**src/design/cal_pkg.sv**
```systemverilog
// Purpose: shared constants and types for the select-to-command latency link
// Assumes: one 50 MHz clock shared by controller and memory end
// Notes:   memory end models only latency capture and receiver gating
//
// What this block does
// - command phase follows select by programmed latency
// - receivers powered during latency, off after capture
// - receivers stay on through back-to-back commands
// - code 000 off, then 3,4,5,6,8 clocks
// - controller latency at least max(3 clocks, 3.748ns)
// - gear-down latency rounded up to even when fast_bin set
// - gear-down only at 2666 rate and above; the controller takes gear_down at any rate, with no rate check
// - next command waits mode-update plus latency
// - mode writes spaced mode-update plus latency
// - waits computed from newly written latency
// - self refresh allows only mode write, calibration, exit
// - self refresh clock hold 8, fast exit wait
// - power-down min 6, exit 5, pass delay 4
// - power-down may follow refresh after 1 clock
package cal_pkg;
    localparam int unsigned clk_period_ps = 20000;
    localparam int unsigned cal_min_ps    = 3748;
    localparam int unsigned cal_min_time_cycles =
        (cal_min_ps + clk_period_ps - 1) / clk_period_ps;
    localparam logic [3:0] cal_min_clocks = 4'h3;
    localparam int unsigned cal_field_lsb = 6;
    localparam logic [2:0] cal_reset_code = 3'h0;
    localparam logic [7:0] mode_update_cycles = 8'h18;
    localparam logic [7:0] clock_hold_after_selfrefresh_entry = 8'h08;
    localparam logic [7:0] clock_stable_before_selfrefresh_exit = 8'h08;
    localparam logic [7:0] min_powerdown_time = 8'h06;
    localparam logic [7:0] powerdown_exit_wait = 8'h05;
    localparam logic [7:0] command_pass_powerdown_delay = 8'h04;
    localparam logic [7:0] refresh_to_powerdown_wait = 8'h01;
    localparam logic [15:0] refresh4_ns = 16'h015e;
    localparam logic [15:0] fast_exit_extra_ns = 16'h000a;
    localparam logic [15:0] clk_period_ns = 16'h0014;
    localparam logic [15:0] fast_exit_cycles =
        (refresh4_ns + fast_exit_extra_ns + clk_period_ns - 16'h0001) / clk_period_ns;

    typedef enum logic [2:0] {
        cmd_nop, cmd_mode_write, cmd_refresh, cmd_calibrate,
        cmd_selfrefresh_enter, cmd_powerdown_enter, cmd_exit, cmd_other
    } cmd_type;

    function automatic logic [3:0] decode_cal(input logic [2:0] code);
        unique case (code)
            3'h1:    decode_cal = 4'h3;
            3'h2:    decode_cal = 4'h4;
            3'h3:    decode_cal = 4'h5;
            3'h4:    decode_cal = 4'h6;
            3'h5:    decode_cal = 4'h8;
            default: decode_cal = 4'h0;
        endcase
    endfunction : decode_cal
endpackage : cal_pkg

```
**src/design/cal_link_if.sv**
```systemverilog
`timescale 1ns/1ps
`default_nettype none
interface cal_link_if;
    logic                 select_n;
    cal_pkg::cmd_type     cmd;
    logic [15:0]          addr;
    modport controller (output select_n, output cmd, output addr);
    modport memory     (input select_n, input cmd, input addr);
endinterface : cal_link_if
`default_nettype wire

```
**src/design/cal_controller_end.sv**
```systemverilog
// Purpose: controller end issuing select then command after the latency
// Assumes: user issues one request at a time and waits for ready
// Notes:   addr[15:13] selects mode register for mode writes
`timescale 1ns/1ps
`default_nettype none
module cal_controller_end (
    // clock and reset
    input  wire logic          clk,
    input  wire logic          resetn,
    // link
    cal_link_if.controller     link,
    // user side
    input  wire logic          req_valid,
    input  wire cal_pkg::cmd_type req_cmd,
    input  wire logic [15:0]   req_addr,
    input  wire logic          gear_down,
    input  wire logic          fast_bin,
    output logic               req_ready,
    output logic               refused_q
);
    import cal_pkg::*;

    typedef enum {st_idle, st_latency, st_wait, st_self, st_down} state_type;
    state_type   state_q;
    logic [3:0]  lat_q, cnt_q, lat_new, lat_req;
    logic [15:0] wait_q;
    logic        selfref_q;
    cmd_type     cmd_hold_q;
    logic [15:0] addr_hold_q;
    logic        allowed;
    logic [2:0]  code_new;
    logic [15:0] req_addr_adj;
    logic [3:0]  lat_hold;

    assign lat_req = decode_cal(req_addr[cal_field_lsb +: 3]);
    // programmed code below the floor, or odd in gear-down with fast_bin set, is raised
    always_comb begin
        lat_new = lat_req;
        if (lat_new != 4'h0 && lat_new < cal_min_clocks) lat_new = cal_min_clocks;
        if (gear_down && fast_bin && lat_new[0]) lat_new = lat_new + 4'h1;
    end
    // the raised latency is the code sent, so both ends count the same clocks
    always_comb begin
        unique case (lat_new)
            4'h4:    code_new = 3'h2;
            4'h6:    code_new = 3'h4;
            4'h8:    code_new = 3'h5;
            default: code_new = req_addr[cal_field_lsb +: 3];
        endcase
        req_addr_adj = req_addr;
        if (req_cmd == cmd_mode_write && req_addr[15:13] == 3'h4) begin
            req_addr_adj[cal_field_lsb +: 3] = code_new;
        end
    end
    // taken from the held word: the user may change req_addr while we wait
    assign lat_hold = decode_cal(addr_hold_q[cal_field_lsb +: 3]);
    // only mode writes, calibration and exit while in self refresh
    assign allowed = !selfref_q || req_cmd == cmd_mode_write || req_cmd == cmd_calibrate
                     || req_cmd == cmd_exit;
    assign req_ready = (state_q == st_idle) || (state_q == st_self) || (state_q == st_down);

    ////////////////////////////////////////////////////////////////
    always_ff @(posedge clk) begin
        if (!resetn) begin
            state_q     <= st_idle;
            cnt_q       <= 4'h0;
            wait_q      <= 16'h0000;
            lat_q       <= 4'h0;
            selfref_q   <= 1'b0;
            refused_q   <= 1'b0;
            cmd_hold_q  <= cmd_nop;
            addr_hold_q <= 16'h0000;
        end else begin
            refused_q <= 1'b0;
            unique case (state_q)
                st_idle, st_self, st_down: begin
                    if (req_valid && !allowed) begin
                        refused_q <= 1'b1;
                    end else if (req_valid) begin
                        cmd_hold_q  <= req_cmd;
                        addr_hold_q <= req_addr_adj;
                        cnt_q       <= lat_q;
                        state_q     <= st_latency;
                    end
                end
                st_latency: begin
                    if (cnt_q <= 4'h1) begin
                        state_q <= st_wait;
                        wait_q  <= 16'h0001;
                        if (cmd_hold_q == cmd_mode_write && addr_hold_q[15:13] == 3'h4) begin
                            lat_q <= lat_hold;
                            wait_q <= {8'h00, mode_update_cycles} + {12'h000, lat_hold};
                        end else if (cmd_hold_q == cmd_mode_write) begin
                            wait_q <= {8'h00, mode_update_cycles} + {12'h000, lat_q};
                        end else if (cmd_hold_q == cmd_selfrefresh_enter) begin
                            selfref_q <= 1'b1;
                            wait_q <= {8'h00, clock_hold_after_selfrefresh_entry};
                        end else if (cmd_hold_q == cmd_powerdown_enter) begin
                            wait_q <= {8'h00, min_powerdown_time};
                        end else if (cmd_hold_q == cmd_refresh) begin
                            wait_q <= {8'h00, refresh_to_powerdown_wait};
                        end else if (cmd_hold_q == cmd_exit) begin
                            wait_q <= selfref_q ? fast_exit_cycles
                                      : {8'h00, powerdown_exit_wait};
                            selfref_q <= 1'b0;
                        end
                    end else begin
                        cnt_q <= cnt_q - 4'h1;
                    end
                end
                st_wait: begin
                    if (wait_q <= 16'h0001) begin
                        state_q <= (cmd_hold_q == cmd_selfrefresh_enter) ? st_self :
                                   (cmd_hold_q == cmd_powerdown_enter) ? st_down : st_idle;
                    end else begin
                        wait_q <= wait_q - 16'h0001;
                    end
                end
                default: state_q <= st_idle;
            endcase
        end
    end

    // select leads command by the latency; both at once when latency is off
    always_comb begin
        link.select_n = !((state_q != st_latency && req_valid && allowed && req_ready)
                          ? (lat_q == 4'h0) : 1'b0);
        if (req_valid && allowed && req_ready && lat_q != 4'h0) link.select_n = 1'b0;
        if (state_q == st_latency && cnt_q == 4'h1) link.select_n = 1'b1;
        link.cmd  = (state_q == st_latency && cnt_q <= 4'h1) ? cmd_hold_q
                    : (lat_q == 4'h0 && req_valid && allowed && req_ready) ? req_cmd : cmd_nop;
        link.addr = (state_q == st_latency && cnt_q <= 4'h1) ? addr_hold_q
                    : (lat_q == 4'h0 && req_valid && allowed && req_ready) ? req_addr_adj
                    : 16'h0000;
    end
endmodule : cal_controller_end
`default_nettype wire

```
**src/flat_wrapper.sv**
```systemverilog
// flat-port wrapper written by rule: the top's interface ports become plain ports
module cal_controller_end_flat import cal_pkg::*;
  (clk, resetn, req_valid, req_cmd, req_addr, gear_down, fast_bin, req_ready, refused_q, link_select_n, link_cmd, link_addr);
  cal_link_if link_i ();
  input  wire logic clk;
  input  wire logic resetn;
  input  wire logic req_valid;
  input  wire cal_pkg::cmd_type req_cmd;
  input  wire logic [15:0] req_addr;
  input  wire logic gear_down;
  input  wire logic fast_bin;
  output logic req_ready;
  output logic refused_q;
  output wire logic [$bits(link_i.select_n)-1:0] link_select_n;
  output wire logic [$bits(link_i.cmd)-1:0] link_cmd;
  output wire logic [$bits(link_i.addr)-1:0] link_addr;
  assign link_select_n = link_i.select_n;
  assign link_cmd = link_i.cmd;
  assign link_addr = link_i.addr;
  cal_controller_end u_core (.clk(clk), .resetn(resetn), .link(link_i), .req_valid(req_valid), .req_cmd(req_cmd), .req_addr(req_addr), .gear_down(gear_down), .fast_bin(fast_bin), .req_ready(req_ready), .refused_q(refused_q));
endmodule
```
**config.mk**
```make
export PLATFORM = sky130hd
export DESIGN_NAME = cal_controller_end_flat
export DESIGN_NICKNAME = d
export VERILOG_FILES = /design/src/design/cal_pkg.sv /design/src/design/cal_link_if.sv /design/src/design/cal_controller_end.sv /design/src/flat_wrapper.sv
export SDC_FILE = /design/constraint.sdc
export NUM_CORES = 1
export LEC_CHECK = 0
export ABC_AREA = 1
export BUFFER_PORTS_ARGS = -buffer_cell sky130_fd_sc_hd__buf_2
export CAP_MARGIN = 20
export CORE_MARGIN = 5
export CORE_UTILIZATION = 36
export DETAILED_ROUTE_END_ITERATION = 8
export GPL_TIMING_DRIVEN = 0
export HOLD_SLACK_MARGIN = 0.05
export PLACE_DENSITY_LB_ADDON = 0.12
export SYNTH_ARGS = -nofsm -noshare
export SYNTH_HDL_FRONTEND = slang
export SYNTH_SLANG_ARGS = --single-unit
```
**constraint.sdc**
```tcl
create_clock -name clk -period 3.95 [get_ports clk]
set_input_delay 0.79 -clock clk [delete_from_list [all_inputs] [get_ports clk]]
set_output_delay 0.79 -clock clk [all_outputs]
set_load 0.005 [all_outputs]
```
==> results.md <==
Run status:
- The run finished with clean final reports.

Synthesis:
- The number of instances in the synthesized netlist is 459.
- The number of different library cells used by synthesis comes to 42.
- The most used flip-flop cell after synthesis is sky130_fd_sc_hd__dfxtp_1.
- After synthesis, the share of flip-flops with an asynchronous set or reset is 0.
- Sorting the synthesized cells by area gives the leading types as sky130_fd_sc_hd__dfxtp_1 32%, sky130_fd_sc_hd__nand2_1 11%, sky130_fd_sc_hd__nor2_1 9.1%, sky130_fd_sc_hd__a21oi_1 7.4%, sky130_fd_sc_hd__o21ai_0 7.2%.
- Counting instances in the post-synthesis netlist gives the leading cell types as 89 x sky130_fd_sc_hd__nand2_1, 72 x sky130_fd_sc_hd__nor2_1, 51 x sky130_fd_sc_hd__inv_1.
- The synthesized area divided by synthesized cell count is 6.490 um^2.
- The area share of the largest cell type after synthesis is 0.3226.
- After synthesis the cells add up to 2979 um^2.
- The number of nets in the synthesized netlist is 489.
- For this run, the number of Yosys warnings is 0.
- The biggest area contributor in the post-synthesis netlist is sky130_fd_sc_hd__dfxtp_1.
- The post-synthesis register bit count is 48.
- Yosys mapped a number of flops with a built-in enable equal to 0.
- The share of the yosys chip area belonging to registers is 0.3226.
- In the post-synthesis netlist, the cell with the most instances is sky130_fd_sc_hd__nand2_1.

Detailed routing:
- The post-detailed-routing wire length is 8016 um.
- After detailed routing, the number of vias per cell comes to 5.013.
- In this run the remaining antenna-violating nets after routing total 0.
- The routed wirelength normalized by instance count is 12.99 um.
- The number of search-and-repair iterations in the first detailed-routing pass is 4.
- The routed layout has 3093 vias.
- After detailed routing, the number of remaining DRC violations is 0.
- The number of DRC violations after detailed-routing iteration 0 is 126.

Die:
- The overall die width is 101.0 um.
- Pin placement for this block handled 46 I/O pins.
- The die footprint is 10190 um^2.
- The floorplan has 33 rows.
- The placeable core area is 8134 um^2.
- The die boundary height is 101.0 um.
- For this configuration, the core starts out at a cell density of 0.3663.

STA:
- Setup violations remaining at the end of the flow were counted as 0.
- Clock skew on the completed layout was measured at 0.01405 ns.
- Of the available clock period, the critical path in the final layout requires 0.7871.
- For the pin with the worst max-slew slack, the measured transition is 0.5089 ns.
- The achievable clock frequency is 0.3216 GHz.
- The total negative slack for setup checks is 0 ns.
- The final-report hold violation count came to 0.
- The worst-case headroom to the max-slew limit is 0.6608.
- Setup repair after global routing left no endpoint under its margin.
- The count of final max-slew check failures is 0.
- Counting I/O delays and the setup requirement, the final critical path takes 3.109 ns.

CTS:
- In this run, post-CTS repair resized a total of 0 instances.
- CTS saw 48 sinks.
- The number of clock buffers added by TritonCTS is 5.
- The clock tree from TritonCTS is yes.
- Counting along the longest clock path gives a buffer depth of 2.
- The clock network latency to the later pin of the worst-skew pair is 0.31 ns.
- The root buffer cell is sky130_fd_sc_hd__clkbuf_8.
- The buffer count from post-CTS setup fixing is 0.
- The depth of the CTS H-tree is 2.
- The clock transition time at the flip-flop clock pins of the worst setup and hold paths is 0.09 ns.
- The number of hold buffers added after CTS was 0.

Global route:
- In the global route stage, overall resource usage came out at 0.1670.
- The aggregate global routing overflow is 0.
- The pin count of the biggest net entering global routing is 16.
- The initial antenna violation count came to 0.
- The global-route wire length before repair is 13950 um.
- The number of global-route vias before repair is 3002.

Min path:
- The path class of the tightest hold or removal check is reg -> reg.
- The worst hold path begins at u_core.addr_hold_q[14].
- The cell depth of the worst hold path is 2.
- The path with the worst hold slack has its endpoint at u_core.addr_hold_q[14].

Finish:
- The count of inserted antenna diode cells is 0.
- The number of nets in the final layout is 541.
- At the end of the flow the core is filled with cells to 0.4250.
- The post-synthesis to final-layout area growth is 16.04%.
- The ratio of cells with drive above 1 in the final layout is 0.1563.
- The filler cells instantiated in the layout total 878.

Setup path:
- The critical path is of the in -> out type.
- The count of buffer and inverter cells on the critical path is 4.
- Counting cells, the worst reg-to-reg path comes to 11.
- The library cell contributing the largest single delay on the critical path is sky130_fd_sc_hd__ha_1.
- The critical path goes through buf_2 -> inv_1 -> nor2_1 -> nand2_1 -> nand2_1 -> ha_1 -> inv_1 -> nand2_1 -> nand2_1 -> nor2_1 -> nand2_1 -> nand3_1 -> o21ai_0 -> buf_2.
- The endpoint identified for the worst register-to-register timing path is u_core.wait_q[8].
- The largest single stage delay on the critical path is 0.22 ns.
- For flop-to-flop paths, the worst setup slack is 2.00 ns.
- The worst register-to-register path begins at u_core.wait_q[0].
- The data required time at the worst endpoint is 3.16 ns.
- STA puts the critical path data arrival time at 2.32 ns.
- The worst setup path is captured at an output port.
- The category of the worst setup path launch point is an input pin.
- The cell seen most often among critical-path stages is sky130_fd_sc_hd__nand2_1.
- The cell family contributing the most delay on the critical path is simple AND/OR/NAND/NOR gates.
- The biggest fanout along the worst timing path is 4.

Pwr:
- The power per standard cell area is 790.9 nW/um^2.
- The peak ir drop on the vdd network is 0.2653 mV.
- Summed over all cells, the static leakage comes to 1.625 nW.

Placed design:
- The number of buffers inserted by port buffering is 45.
- Detailed placement ended at an HPWL of 6179 um.
- The congestion estimate from routability-driven global placement came to 0.8803.

Run:
- The total of max-cap violations is 0.
-- final cells by class --
type	instances	area [um^2]	area share
Clock buffer	6	82.58	0.02389
Clock inverter	2	38.79	0.01122
Sequential cell	48	960.9	0.2780
Buffer	12	80.08	0.02316
Multi-Input combinational cell	341	1715	0.4962
Tap cell	105	131.4	0.03800
Inverter	58	222.7	0.06442
Timing Repair Buffer	45	225.2	0.06515
-- power breakdown --
part           internal [mW]  total, mW  switching (mW)
clock network          0.207      0.384           0.177
registers              0.618      0.731           0.113
logic                  0.568       1.62            1.05
-- routing by layer --
| layer | GRT usage | part of all wire |
|---|---|---|
| met1 | 0.2179 | 0.47 |
| met2 | 0.2800 | 0.48 |
| met3 | 0.03460 | 0.040 |
| met4 | 0.04397 | 0.0079 |
| met5 | 0 | 0 |
-- how the worst max path moves through the flow --
stage / start / slack (ns) / endpoint / depth (start not counted)
final: req_addr[6] / 0.84 / link_addr[6] / 14
after global routing: req_addr[6] / 0.56 / link_addr[7] / 14
after CTS: req_addr[6] / 0.83 / link_addr[6] / 14
after detailed placement: req_addr[6] / 0.84 / link_addr[7] / 14
after global placement: req_addr[6] / 0.85 / link_addr[6] / 14
after floorplan: req_addr[6] / 1.24 / link_addr[6] / 12
-- worst min-delay path: stages, from the launching register on --
cell	delay [ns]
sky130_fd_sc_hd__dfxtp_1	0.31
sky130_fd_sc_hd__inv_1	0.07
sky130_fd_sc_hd__a21oi_1	0.06
-- cells by family (layout without fill, tap and decap cells) --
logic type / count (synthesis) / count (layout) / share of synthesized area
compound gates: 113 / 113 / 0.2138
buf+inv: 70 / 123 / 0.1016
simple gates: 221 / 221 / 0.3339
flops: 48 / 48 / 0.3226
xor+xnor: 1 / 1 / 0.002940
fa+ha+maj: 6 / 6 / 0.02520
-- stage by stage --
step | setup WS, ns | hold slack [ns] | power (mW) | cells | cell area, um^2
after floorplan | 1.236 | 0.4440 | 1.934 | 459 | 2979
after global placement | 0.8505 | 0.4675 | 2.357 | 609 | 3336
after detailed placement | 0.8448 | 0.4632 | 2.367 | 609 | 3336
after CTS | 0.8341 | 0.4804 | 2.760 | 617 | 3457
after global routing | 0.5606 | 0.5036 | 3.018 | 617 | 3457
final | 0.8410 | 0.4808 | 2.734 | 617 | 3457
-- layout by cell type, fill, tap and decap left out, drive strengths merged --
cell type and count:
a21o 1, a21oi 45, a221oi 1, a22o 10, a311oi 1, a31oi 2, and3 1, buf 54
bufinv 1, clkbuf 9, clkinv 2, dfxtp 48, ha 6, inv 57, nand2 92, nand3 32
nand3b 1, nand4 11, nor2 76, nor3 5, nor4 1, o211ai 1, o21ai 47, o22ai 4
o31ai 1, or2 2, xor2 1
-- state kept, by name, indices dropped and copies added, names as in the netlist --
signal,count
u_core.addr_hold_q,16
u_core.wait_q,16
u_core.cnt_q,4
u_core.lat_q,4
u_core.cmd_hold_q,3
u_core.state_q,3
u_core.refused_q,1
u_core.selfref_q,1
Power figures use the tool's default switching activity.
